--- src/rtl/mbrs_pkg.sv ---
package mbrs_pkg;

  // Character: start, eight data, parity or stop, stop.
  localparam int CHAR_BITS  = 11;
  localparam int HB_PER_BIT = 2;
  localparam logic [2:0] DATA_LAST_BIT = 3'h7;
  localparam logic [3:0] CHAR_LAST_BIT = 4'(CHAR_BITS - 1);

  // Silent intervals in tenths of a character time.
  localparam int GAP_END_X10   = 35;
  localparam int GAP_FLUSH_X10 = 15;

  // The same in receiver half-bit ticks.
  localparam int GAP_W = 7;
  localparam logic [GAP_W-1:0] GAP_END_HB   = GAP_W'((CHAR_BITS * HB_PER_BIT * GAP_END_X10 + 9) / 10);
  localparam logic [GAP_W-1:0] GAP_FLUSH_HB = GAP_W'(CHAR_BITS * HB_PER_BIT * GAP_FLUSH_X10 / 10);
  localparam logic [GAP_W-1:0] GAP_MAX      = {GAP_W{1'b1}};

  // Parity selection codes; any other code means no parity.
  localparam logic [1:0] PAR_EVEN = 2'h1;
  localparam logic [1:0] PAR_ODD  = 2'h2;

  // Slave address field values.
  localparam logic [7:0] ADDR_BCAST = 8'h00;
  localparam logic [7:0] ADDR_MIN   = 8'h01;
  localparam logic [7:0] ADDR_MAX   = 8'hF7;

  // Function codes of the supported set.
  localparam logic [7:0] FC_READ_COILS   = 8'h01;
  localparam logic [7:0] FC_READ_HOLD    = 8'h03;
  localparam logic [7:0] FC_READ_INPUT   = 8'h04;
  localparam logic [7:0] FC_FORCE_COIL   = 8'h05;
  localparam logic [7:0] FC_PRESET_REG   = 8'h06;
  localparam logic [7:0] FC_RESET_SLAVE  = 8'h08;
  localparam logic [7:0] FC_FORCE_COILS  = 8'h0F;
  localparam logic [7:0] FC_PRESET_REGS  = 8'h10;
  localparam logic [7:0] FC_REPORT_ID    = 8'h11;
  localparam logic [7:0] FC_EXC_FLAG     = 8'h80;

  // Exception reason codes.
  localparam logic [7:0] EXC_ILL_FUNC  = 8'h01;
  localparam logic [7:0] EXC_ILL_ADDR  = 8'h02;
  localparam logic [7:0] EXC_ILL_VALUE = 8'h03;

  // Coil read geometry and frame lengths in bytes.
  localparam logic [16:0] COIL_COUNT    = 17'h00004;
  localparam logic [7:0]  RC_BYTE_COUNT = 8'h01;
  localparam logic [7:0]  RC_REQ_LEN    = 8'h08;
  localparam logic [7:0]  MIN_FRAME_LEN = 8'h04;
  localparam logic [2:0]  RESP_LEN_COIL = 3'h6;
  localparam logic [2:0]  RESP_LEN_EXC  = 3'h5;
  localparam logic [2:0]  IDX_ADDR      = 3'h0;
  localparam logic [2:0]  IDX_FUNC      = 3'h1;
  localparam logic [2:0]  IDX_DATA0     = 3'h2;
  localparam logic [2:0]  CRC_BYTES     = 3'h2;

  // Check field parameters.
  localparam logic [15:0] CRC_INIT = 16'hFFFF;
  localparam logic [15:0] CRC_POLY = 16'hA001;

  // Advance the reflected check by one byte, low bit first.
  function automatic logic [15:0] crc_byte(input logic [15:0] crc, input logic [7:0] data);
    logic [15:0] c;
    c = crc ^ {8'h00, data};
    for (int i = 0; i < 8; i++) begin
      c = c[0] ? ((c >> 1) ^ CRC_POLY) : (c >> 1);
    end
    return c;
  endfunction

  // Parity bit of a byte; idle level when parity is off.
  function automatic logic parity_bit(input logic [1:0] mode, input logic [7:0] data);
    if (mode == PAR_EVEN) begin
      return ^data;
    end else if (mode == PAR_ODD) begin
      return ~^data;
    end
    return 1'b1;
  endfunction

  // True for every function code this slave answers.
  function automatic logic fc_supported(input logic [7:0] fc);
    return fc inside {FC_READ_COILS, FC_READ_HOLD, FC_READ_INPUT, FC_FORCE_COIL,
                      FC_PRESET_REG, FC_RESET_SLAVE, FC_FORCE_COILS, FC_PRESET_REGS,
                      FC_REPORT_ID};
  endfunction

endpackage

--- src/rtl/mbrs_char_if.sv ---
`timescale 1ns/1ns
// Characters from the serial receiver to the frame logic.
interface mbrs_char_if;
  logic [15:0] half_div;    // Clock cycles per half bit.
  logic [1:0]  parity_mode; // Parity selection code.
  logic        hb_tick;     // Half-bit enable pulse.
  logic        rx_idle;     // Receiver waits for a start bit.
  logic        char_valid;  // One-cycle pulse with a new character.
  logic        char_err;    // Parity or framing fault on that character.
  logic [7:0]  char_data;   // Received character.
  modport rx (input half_div, input parity_mode, output hb_tick, output rx_idle,
              output char_valid, output char_err, output char_data);
  modport fr (output half_div, output parity_mode, input hb_tick, input rx_idle,
              input char_valid, input char_err, input char_data);
endinterface

--- src/rtl/mbrs_uart_rx.sv ---
`timescale 1ns/1ns
module mbrs_uart_rx (
  // Clock and reset.
  input  wire logic ref_clk,
  input  wire logic resetn,
  // Serial line from the transceiver.
  input  wire logic rx_pin,
  // Characters to the frame logic.
  mbrs_char_if.rx   chr
);
  import mbrs_pkg::*;

  typedef enum logic [2:0] {RX_IDLE, RX_START, RX_DATA, RX_PAR, RX_STOP} mbrs_rx_state_t;

  mbrs_rx_state_t state_reg;   // Receiver sequence.
  logic           sync1_reg;   // First synchroniser stage.
  logic           sync2_reg;   // Second synchroniser stage.
  logic           prev_reg;    // Delayed line for edge search.
  logic [15:0]    hb_cnt_reg;  // Half-bit cycle counter.
  logic           phase_reg;   // High on the bit-centre half tick.
  logic [2:0]     bitn_reg;    // Data bit index.
  logic [7:0]     shift_reg;   // Data shifter, filled from the top.
  logic           perr_reg;    // Parity fault of the current character.
  logic           start_edge;  // Falling line while idle.

  assign start_edge  = (state_reg == RX_IDLE) && prev_reg && !sync2_reg;
  assign chr.hb_tick = (hb_cnt_reg == 16'(chr.half_div - 16'h0001));
  assign chr.rx_idle = (state_reg == RX_IDLE);

  // The line is asynchronous, so it passes two stages first.
  always_ff @(posedge ref_clk) begin
    if (!resetn) begin
      sync1_reg <= 1'b1;
      sync2_reg <= 1'b1;
      prev_reg  <= 1'b1;
    end else begin
      sync1_reg <= rx_pin;
      sync2_reg <= sync1_reg;
      prev_reg  <= sync2_reg;
    end
  end

  // The half-bit timer restarts on a start edge to sample mid-bit.
  always_ff @(posedge ref_clk) begin
    if (!resetn || start_edge || chr.hb_tick) begin
      hb_cnt_reg <= 16'h0000;
    end else begin
      hb_cnt_reg <= hb_cnt_reg + 16'h0001;
    end
  end

  // Leaving at mid stop lets a second stop bit pass as idle.
  always_ff @(posedge ref_clk) begin
    if (!resetn) begin
      state_reg      <= RX_IDLE;
      phase_reg      <= 1'b0;
      bitn_reg       <= 3'h0;
      shift_reg      <= 8'h00;
      perr_reg       <= 1'b0;
      chr.char_valid <= 1'b0;
      chr.char_err   <= 1'b0;
      chr.char_data  <= 8'h00;
    end else begin
      chr.char_valid <= 1'b0;
      unique case (state_reg)
        RX_IDLE: begin
          if (start_edge) begin
            state_reg <= RX_START;
          end
        end
        // start bit check
        RX_START: begin
          if (chr.hb_tick) begin
            state_reg <= sync2_reg ? RX_IDLE : RX_DATA;
            phase_reg <= 1'b0;
            bitn_reg  <= 3'h0;
            perr_reg  <= 1'b0;
          end
        end
        // LSB first shift
        RX_DATA: begin
          if (chr.hb_tick) begin
            phase_reg <= !phase_reg;
            if (phase_reg) begin
              shift_reg <= {sync2_reg, shift_reg[7:1]};
              bitn_reg  <= bitn_reg + 3'h1;
              if (bitn_reg == DATA_LAST_BIT) begin
                state_reg <= (parity_bit(chr.parity_mode, 8'h00) == 1'b1 &&
                              chr.parity_mode != PAR_ODD) ? RX_STOP : RX_PAR;
              end
            end
          end
        end
        // parity bit check
        RX_PAR: begin
          if (chr.hb_tick) begin
            phase_reg <= !phase_reg;
            if (phase_reg) begin
              perr_reg  <= (sync2_reg != parity_bit(chr.parity_mode, shift_reg));
              state_reg <= RX_STOP;
            end
          end
        end
        // one stop bit suffices
        RX_STOP: begin
          if (chr.hb_tick) begin
            phase_reg <= !phase_reg;
            if (phase_reg) begin
              chr.char_valid <= 1'b1;
              chr.char_err   <= perr_reg || !sync2_reg;
              chr.char_data  <= shift_reg;
              state_reg      <= RX_IDLE;
            end
          end
        end
      endcase
    end
  end

endmodule

--- src/rtl/mbrs_framer.sv ---
`timescale 1ns/1ns
// Operation
// Frame starts after 3.5 idle characters; after a flushed frame, a gap over 1.5 characters suffices
// Address, function, data, then 16-bit check
// 3.5 idle characters end the frame
// Gap over 1.5 characters flushes partial frame
// Early bytes append; combined frame fails
// Start, eight data LSB first, then stop
// No parity accepts one or two stops
// Even, odd or none; parity uses one stop
// Accept own address 1-247 only
// Responses carry own slave address
// Address zero is broadcast, never answered
// Data item addresses are zero based
// Only nine listed function codes
// Normal response echoes function code
// Exception sets bit 7, adds reason
// Master handles exception responses
// Coil read: no broadcast, coils 0-3
// Coil bit one means output driven on
// Coil bits packed from LSB, rest zero
// Unsupported broadcast functions are ignored
// Standard CRC, low byte first, failures dropped
// Coil reply: address, function, count, data, check
module mbrs_framer (
  // Clock and reset.
  input  wire logic        ref_clk,
  input  wire logic        resetn,
  // Serial line pins of the half-duplex transceiver.
  input  wire logic        rx_pin,
  output logic             tx_pin,
  output logic             tx_oe,
  // Static configuration.
  input  wire logic [7:0]  slave_addr,
  input  wire logic [1:0]  parity_mode,
  input  wire logic [15:0] half_div,
  // Gate levels of the four output drivers.
  input  wire logic [3:0]  coil_gate,
  // Hand-off of accepted requests to the other function handlers.
  output logic             req_valid,
  output logic [7:0]       req_func,
  output logic             req_bcast,
  // Dropped frame pulse, for diagnostics.
  output logic             frame_drop
);
  import mbrs_pkg::*;

  typedef enum logic [2:0] {FR_SYNC, FR_IDLE, FR_BODY, FR_HOLD} mbrs_fr_state_t;

  mbrs_char_if chr ();

  // Receive side state.
  mbrs_fr_state_t   fr_state_reg;  // Frame delimiting sequence.
  logic [GAP_W-1:0] gap_reg;       // Silent half bits since the last character.
  logic [15:0]      rcrc_reg;      // Running check over every byte of the frame.
  logic [7:0]       len_reg;       // Bytes in the frame, saturating.
  logic             bad_reg;       // A character of this frame was faulty.
  logic [7:0]       addr_reg;      // Address field.
  logic [7:0]       func_reg;      // Function field.
  logic [7:0]       d0_reg;        // First four data bytes.
  logic [7:0]       d1_reg;
  logic [7:0]       d2_reg;
  logic [7:0]       d3_reg;

  // Response side state.
  logic             rsp_exc_reg;   // Response is an exception.
  logic [7:0]       rsp_code_reg;  // Exception reason or coil status byte.
  logic [7:0]       rsp_func_reg;  // Function of the answered request.
  logic [2:0]       rsp_len_reg;   // Response length in bytes.
  logic             tx_busy_reg;   // Serialiser active.
  logic [2:0]       tx_idx_reg;    // Index of the next byte to load.
  logic [10:0]      tx_shift_reg;  // Character being sent, low bit first.
  logic [3:0]       tx_bitn_reg;   // Bits already sent of this character.
  logic [16:0]      tx_cnt_reg;    // Cycles within the current bit.
  logic [15:0]      tx_crc_reg;    // Running check over sent bytes.

  // Combinational decode.
  logic             gap_flush;     // Gap longer than the flush interval.
  logic             gap_end;       // Gap reached the end interval.
  logic             is_bcast;      // Frame addressed to everybody.
  logic             is_mine;       // Frame addressed to this slave.
  logic             deliver;       // Complete, checked, addressed frame.
  logic [16:0]      rc_start;      // First coil requested.
  logic [16:0]      rc_qty;        // Number of coils requested.
  logic [7:0]       rc_bits;       // Packed coil status byte.
  logic             start_rsp;     // Launch a response.
  logic             rsp_exc_next;  // Kind of the response to launch.
  logic [7:0]       rsp_code_next; // Reason or status of that response.
  logic [7:0]       tx_byte;       // Byte at the current send index.
  logic             bit_end;       // Last cycle of a sent bit.

  assign chr.half_div    = half_div;
  assign chr.parity_mode = parity_mode;

  // The receiver's half-bit tick also drives the gap timer.
  mbrs_uart_rx u_rx (
    .ref_clk (ref_clk),
    .resetn  (resetn),
    .rx_pin  (rx_pin),
    .chr     (chr)
  );

  assign gap_flush = (gap_reg > GAP_FLUSH_HB);
  assign gap_end   = (gap_reg >= GAP_END_HB);

  // Silence counts half bits while the receiver idles;
  // line activity clears it, so a partial character is no silence.
  always_ff @(posedge ref_clk) begin
    if (!resetn || !chr.rx_idle || chr.char_valid) begin
      gap_reg <= '0;
    end else if (chr.hb_tick && gap_reg != GAP_MAX) begin
      gap_reg <= gap_reg + GAP_W'(1);
    end
  end

  // own address window
  assign is_mine  = (addr_reg == slave_addr) && (slave_addr >= ADDR_MIN) &&
                    (slave_addr <= ADDR_MAX);
  // broadcast address
  assign is_bcast = (addr_reg == ADDR_BCAST);
  // end by silence
  assign deliver  = (fr_state_reg == FR_HOLD) && gap_end && (is_mine || is_bcast);

  // Delimiting. A flush-length gap ends the body; a good body then
  // waits for the end gap, where a late byte still joins it.
  // A failing body is flushed at once.
  always_ff @(posedge ref_clk) begin
    if (!resetn) begin
      fr_state_reg <= FR_SYNC;
      frame_drop   <= 1'b0;
    end else begin
      frame_drop <= 1'b0;
      unique case (fr_state_reg)
        // initial silence
        FR_SYNC: begin
          if (gap_end) begin
            fr_state_reg <= FR_IDLE;
          end
        end
        FR_IDLE: begin
          if (chr.char_valid) begin
            fr_state_reg <= FR_BODY;
          end
        end
        FR_BODY: begin
          // flush partial frame
          if (gap_flush) begin
            if (!bad_reg && rcrc_reg == 16'h0000 && len_reg >= MIN_FRAME_LEN) begin
              fr_state_reg <= FR_HOLD;
            end else begin
              fr_state_reg <= FR_IDLE;
              frame_drop   <= 1'b1;
            end
          end
        end
        FR_HOLD: begin
          // early byte appends
          if (chr.char_valid) begin
            fr_state_reg <= FR_BODY;
          end else if (gap_end) begin
            fr_state_reg <= FR_IDLE;
          end
        end
      endcase
    end
  end

  // Capture and running check. The first byte after idle is the
  // address; the check field is folded in too, so a good frame
  // leaves zero.
  always_ff @(posedge ref_clk) begin
    if (!resetn) begin
      rcrc_reg <= CRC_INIT;
      len_reg  <= 8'h00;
      bad_reg  <= 1'b0;
      addr_reg <= 8'h00;
      func_reg <= 8'h00;
      d0_reg   <= 8'h00;
      d1_reg   <= 8'h00;
      d2_reg   <= 8'h00;
      d3_reg   <= 8'h00;
    end else if (chr.char_valid) begin
      // field order
      if (fr_state_reg == FR_IDLE || fr_state_reg == FR_SYNC) begin
        rcrc_reg <= crc_byte(CRC_INIT, chr.char_data);
        len_reg  <= 8'h01;
        bad_reg  <= chr.char_err;
        addr_reg <= chr.char_data;
      end else begin
        // running check
        rcrc_reg <= crc_byte(rcrc_reg, chr.char_data);
        bad_reg  <= bad_reg || chr.char_err;
        if (len_reg != 8'hFF) begin
          len_reg <= len_reg + 8'h01;
        end
        unique case (len_reg)
          8'h01:   func_reg <= chr.char_data;
          8'h02:   d0_reg   <= chr.char_data;
          8'h03:   d1_reg   <= chr.char_data;
          8'h04:   d2_reg   <= chr.char_data;
          8'h05:   d3_reg   <= chr.char_data;
          default: ;
        endcase
      end
    end
  end

  // zero-based coil numbers
  assign rc_start = {1'b0, d0_reg, d1_reg};
  assign rc_qty   = {1'b0, d2_reg, d3_reg};

  // gate level is status
  // pack from LSB
  always_comb begin
    rc_bits = 8'h00;
    for (int i = 0; i < 4; i++) begin
      if (17'(i) < rc_qty && rc_start + 17'(i) < COIL_COUNT) begin
        rc_bits[i] = coil_gate[2'(rc_start + 17'(i))];
      end
    end
  end

  // Reply decision at frame end. Broadcast never gets a reply;
  // other supported functions go to the outside handlers.
  always_comb begin
    start_rsp     = 1'b0;
    rsp_exc_next  = 1'b0;
    rsp_code_next = 8'h00;
    if (deliver && !is_bcast && !tx_busy_reg) begin
      // supported set
      if (!fc_supported(func_reg)) begin
        start_rsp     = 1'b1;
        rsp_exc_next  = 1'b1;
        rsp_code_next = EXC_ILL_FUNC;
      end else if (func_reg == FC_READ_COILS) begin
        start_rsp = 1'b1;
        // coil range check
        if (len_reg != RC_REQ_LEN || rc_qty == 17'h00000 || rc_qty > COIL_COUNT) begin
          rsp_exc_next  = 1'b1;
          rsp_code_next = EXC_ILL_VALUE;
        end else if (rc_start + rc_qty > COIL_COUNT) begin
          rsp_exc_next  = 1'b1;
          rsp_code_next = EXC_ILL_ADDR;
        end else begin
          rsp_code_next = rc_bits;
        end
      end
    end
  end

  // Hand-off to other handlers; broadcast coil reads do nothing.
  always_ff @(posedge ref_clk) begin
    if (!resetn) begin
      req_valid <= 1'b0;
      req_func  <= 8'h00;
      req_bcast <= 1'b0;
    end else begin
      // broadcast filter
      req_valid <= deliver && fc_supported(func_reg) && func_reg != FC_READ_COILS &&
                   (is_bcast || !tx_busy_reg);
      if (deliver) begin
        req_func  <= func_reg;
        req_bcast <= is_bcast;
      end
    end
  end

  // Latch the reply so later frames cannot disturb it.
  always_ff @(posedge ref_clk) begin
    if (!resetn) begin
      rsp_exc_reg  <= 1'b0;
      rsp_code_reg <= 8'h00;
      rsp_func_reg <= 8'h00;
      rsp_len_reg  <= RESP_LEN_EXC;
    end else if (start_rsp) begin
      rsp_exc_reg  <= rsp_exc_next;
      rsp_code_reg <= rsp_code_next;
      rsp_func_reg <= func_reg;
      // coil reply length
      rsp_len_reg  <= rsp_exc_next ? RESP_LEN_EXC : RESP_LEN_COIL;
    end
  end

  // Byte at the current send index.
  always_comb begin
    tx_byte = 8'h00;
    if (tx_idx_reg == IDX_ADDR) begin
      // own address
      tx_byte = slave_addr;
    end else if (tx_idx_reg == IDX_FUNC) begin
      // echo function
      // exception flag
      tx_byte = rsp_exc_reg ? (rsp_func_reg | FC_EXC_FLAG) : rsp_func_reg;
    end else if (tx_idx_reg == IDX_DATA0) begin
      tx_byte = rsp_exc_reg ? rsp_code_reg : RC_BYTE_COUNT;
    end else if (tx_idx_reg == rsp_len_reg - CRC_BYTES) begin
      // check low byte first
      tx_byte = tx_crc_reg[7:0];
    end else if (tx_idx_reg == rsp_len_reg - 3'h1) begin
      tx_byte = tx_crc_reg[15:8];
    end else begin
      tx_byte = rsp_code_reg;
    end
  end

  assign bit_end = (tx_cnt_reg == 17'({half_div, 1'b0} - 17'h00001));

  // Serialiser: start, data, parity or first stop, then stop;
  // without parity two stops always go out.
  always_ff @(posedge ref_clk) begin
    if (!resetn) begin
      tx_busy_reg  <= 1'b0;
      tx_idx_reg   <= 3'h0;
      tx_shift_reg <= {CHAR_BITS{1'b1}};
      tx_bitn_reg  <= 4'h0;
      tx_cnt_reg   <= 17'h00000;
      tx_crc_reg   <= CRC_INIT;
      tx_pin       <= 1'b1;
      tx_oe        <= 1'b0;
    end else if (!tx_busy_reg) begin
      tx_pin <= 1'b1;
      tx_oe  <= 1'b0;
      if (start_rsp) begin
        tx_busy_reg <= 1'b1;
        tx_idx_reg  <= IDX_ADDR;
        tx_bitn_reg <= CHAR_LAST_BIT;
        tx_cnt_reg  <= 17'({half_div, 1'b0} - 17'h00001);
        tx_crc_reg  <= CRC_INIT;
      end
    end else begin
      tx_oe      <= 1'b1;
      tx_cnt_reg <= bit_end ? 17'h00000 : tx_cnt_reg + 17'h00001;
      if (bit_end) begin
        if (tx_bitn_reg == CHAR_LAST_BIT) begin
          if (tx_idx_reg == rsp_len_reg) begin
            tx_busy_reg <= 1'b0;
            tx_pin      <= 1'b1;
          end else begin
            // LSB first framing
            // parity or stop
            tx_shift_reg <= {1'b1, parity_bit(parity_mode, tx_byte), tx_byte, 1'b0};
            tx_pin       <= 1'b0;
            tx_bitn_reg  <= 4'h0;
            tx_idx_reg   <= tx_idx_reg + 3'h1;
            if (tx_idx_reg < rsp_len_reg - CRC_BYTES) begin
              tx_crc_reg <= crc_byte(tx_crc_reg, tx_byte);
            end
          end
        end else begin
          tx_shift_reg <= {1'b1, tx_shift_reg[10:1]};
          tx_pin       <= tx_shift_reg[1];
          tx_bitn_reg  <= tx_bitn_reg + 4'h1;
        end
      end
    end
  end

endmodule

--- config.mk ---
export PLATFORM = sky130hd
export DESIGN_NAME = mbrs_framer
export DESIGN_NICKNAME = d
export VERILOG_FILES = /design/src/rtl/mbrs_pkg.sv /design/src/rtl/mbrs_char_if.sv /design/src/rtl/mbrs_uart_rx.sv /design/src/rtl/mbrs_framer.sv
export SDC_FILE = /design/constraint.sdc
export NUM_CORES = 1
export LEC_CHECK = 0
export BUFFER_PORTS_ARGS = -buffer_cell sky130_fd_sc_hd__buf_2
export CORE_MARGIN = 1.5
export CORE_UTILIZATION = 35
export DETAILED_ROUTE_END_ITERATION = 10
export GPL_TIMING_DRIVEN = 0
export PLACE_DENSITY_LB_ADDON = 0.1
export SKIP_LAST_GASP = 1
export SYNTH_ARGS = -nofsm -noshare
export SYNTH_HDL_FRONTEND = slang
export SYNTH_HIERARCHICAL = 1
export SYNTH_SLANG_ARGS = --single-unit
export TNS_END_PERCENT = 10
--- constraint.sdc ---
create_clock -name ref_clk -period 9.54 [get_ports ref_clk]
set_clock_uncertainty 0.15 [all_clocks]
set_input_delay 0.954 -clock ref_clk [delete_from_list [all_inputs] [get_ports ref_clk]]
set_output_delay 0.954 -clock ref_clk [all_outputs]
set_load 0.05 [all_outputs]
==> out/results.ini <==
[worst_setup_path]
critPathLaunchType=input port
crit_path_end_kind=flip-flop
crit_fanout=10
reg2reg_slack_ns=5.63
worstSetupPathType=in2reg
arrival_ns=4.37
rr_startpoint=rsp_len_reg[0]$_SDFFE_PN1P_
reg2reg_depth=12
critPathRequiredTime_ns=9.80
r2r-end=tx_crc_reg[0]$_SDFFE_PN1P_

[logic_synthesis]
yosys.area_share.simple=0.261
synth_mux_area_frac=0.0675
synth_compound_area_frac=0.159
syn_inst=1655
syn-num-nets=1731
synth_area_sq_um=13100
synth-edff-count=0
synth_area_leaders=dfxtp_1 32%, mux2i_1 6.0%, xnor2_1 5.9%
synthXorXnorAreaFrac=0.111
synth_cell_type_count=85
async_flop_share=0
syn_area_per_cell_sq_um=7.89
synth-seq-cells=206
synthFlopType=dfxtp_1
yosysWarnings=6
ys_seq_area_frac=0.316
synthAdderAreaFrac=0.0418
yosysTopAreaCell=dfxtp_1
synth_top_area_frac=0.316
synth_top_family_by_area=simple AND/OR/NAND/NOR gates

[timing]
tightest_slew_ns=1.34
finalMaxSlewViolations=0
rsz0062_at_grt=false
setup_violations=0
timing.setup.tns_ns=0
relSlewSlack=0.0987
period_share=0.431
hold_viol=0
fmax_mhz=243
min_period_ns=4.12

[floorplanning]
ioPinCount=46
die_area_sq_um=38500
initial_core_util=0.356
core_area_sq_um=36700
num_rows=70
die_y_um=196
fp.dieW_um=196

[route]
drt-initial-drc-count=742
drcViolationCount=0
wl_per_cell_um=18.3
routed_wl_um=40500
via_per_inst=5.43
vias=12000
drtPass1Iterations=5
ant_nets=0

[hold_path]
whs_endpoint=u_rx/sync2_reg$_SDFF_PN1_
hold_class=reg2reg
worstHoldStart=u_rx/sync1_reg$_SDFF_PN1_
worstHoldPathCells=1

[layout]
drive_gt1_frac=0.0767
fillers=3838
diodes=0
largest_reg_flops=17
synthToLayoutAreaGrowth_pct=12.4
final_nets=1804

[clock_network]
cts_buffers=26
cts_hold_buf=0
cts.path.max_buffers=3
h-tree-depth=1
cts_setup_buffers=0
numClockSinks=206
clock_latency_ns=0.55
clockRootBuffer=clkbuf_16
clk_pin_slew_ns=0.06
cts_resized=0
tritoncts=done

[place]
port-buffer-count=45
place_hpwl_um=30300
place_congestion=0.864

[power_and_ir_drop]
max-vdd-ir-drop_uv=124
power_uw=2000
power_density_nw_per_um2=136
leakage_uw=0.00568

[run]
cap_violations=0

[global_route]
grt_pass1_wl_um=64800
grt_pass1_vias=11600
gr-total-overflow=0
antenna_found_initial=0
track_usage=0.211
grt_max_degree=13

[outcome]
status=finished, final reports clean

==> routing by layer <==
layer	up-vias	GRT usage	wire length (um)
met5	-	0	0
met4	0	0.0561	883
met3	59	0.0268	1540
met2	239	0.358	18800
met1	5695	0.282	19300
li1	6033	-	-
==> cells in the mapped netlist, types with 6 or more instances <==
cell	number
dfxtp_1	206
nor2_1	202
nand2_1	175
a21oi_1	106
xnor2_1	88
clkbuf_1	79
mux2i_1	78
o21ai_0	73
nor3_1	63
xor2_1	62
nand3_1	58
inv_1	48
ha_1	42
nand4_1	28
nor4_1	26
and3_1	24
or3_1	22
a31oi_1	18
nand2b_1	14
nor2b_1	14
a22oi_1	12
o211ai_1	12
o21ai_1	12
and2_1	10
nand3b_1	10
buf_1	9
o21bai_1	9
o221a_2	9
a21o_1	7
o22ai_1	7
or2_2	7
or4_1	7
and4_1	6
xnor3_1	6
==> final cells by class <==
type | count | area, sq um | share of cell area
plain buffers | 95 | 389 | 0.0265
clock buffers | 36 | 749 | 0.0511
clock inverters | 10 | 55.1 | 0.00375
inverters | 49 | 184 | 0.0125
multi-input cells | 1305 | 8370 | 0.570
flip-flops and latches | 206 | 4120 | 0.281
well taps | 468 | 586 | 0.0399
repair buffers | 45 | 225 | 0.0153
==> worst max-delay path: stages <==
cell	delay (ns)
buf_2	0.18
nor4_1	0.64
nand2b_1	0.26
nor4_4	0.32
xnor2_1	0.13
nor4b_2	0.33
nand4_1	0.31
or4b_4	0.65
and2_4	0.19
buf_6	0.13
nor3_1	0.19
o21ai_1	0.08
==> how the worst max path moves through the flow <==
stage	slack, ns	to	cells after the start	start
6_report	5.42	tx_crc_reg[13]$_SDFFE_PN1P_	12	half_div[8]
5_1_grt	5.18	tx_crc_reg[13]$_SDFFE_PN1P_	12	half_div[8]
4_1_cts	5.37	tx_crc_reg[13]$_SDFFE_PN1P_	13	half_div[2]
3_5_place_dp	4.77	tx_crc_reg[13]$_SDFFE_PN1P_	13	half_div[2]
3_3_place_gp	4.75	tx_crc_reg[8]$_SDFFE_PN1P_	13	half_div[2]
2_1_floorplan	5.61	tx_crc_reg[7]$_SDFFE_PN1P_	12	half_div[4]
==> cells by family after synthesis <==
family,count (synthesis)
AO/OA/AOI/OAI,329
XOR/XNOR,156
adder cells (fa/ha/maj),43
buffers and inverters,144
flip-flops,206
multiplexers,84
AND/OR/NAND/NOR,693
==> stage by stage <==
| stage | std cells | worst slack [ns] | cell area, sq um | util | hold WS (ns) |
|---|---|---|---|---|---|
| after global routing | 2214 | 5.18 | 14700 | 0.400 | 0.284 |
| final | 2214 | 5.42 | 14700 | 0.400 | 0.256 |
| after detailed placement | 2168 | 4.77 | 13900 | 0.378 | 0.245 |
| after floorplan | 1655 | 5.61 | 13100 | - | 0.236 |
| after global placement | 2168 | 4.75 | 13900 | 0.378 | 0.242 |
| after CTS | 2214 | 5.37 | 14700 | 0.400 | 0.259 |
==> layout by cell type (no fill, tap or decap), drive strengths merged, types with 11 or more instances in the layout <==
cell / n
nand3b: 11
xnor2: 88
nor4: 31
dfxtp: 206
nand2: 176
nand3: 58
a22oi: 12
mux2i: 78
clkbuf: 115
or3: 23
nand2b: 14
nor3: 63
ha: 42
o21ai: 85
o211ai: 12
nor2b: 14
and3: 24
nor2: 202
and2: 11
buf: 61
a31oi: 18
inv: 48
nand4: 28
xor2: 62
a21oi: 106
==> power breakdown <==
group / switching [uW] / internal (uW)
sequential: 11.4 / 870
clock: 398 / 545
combinational: 108 / 65.1
(Power assumes the default switching activity.)
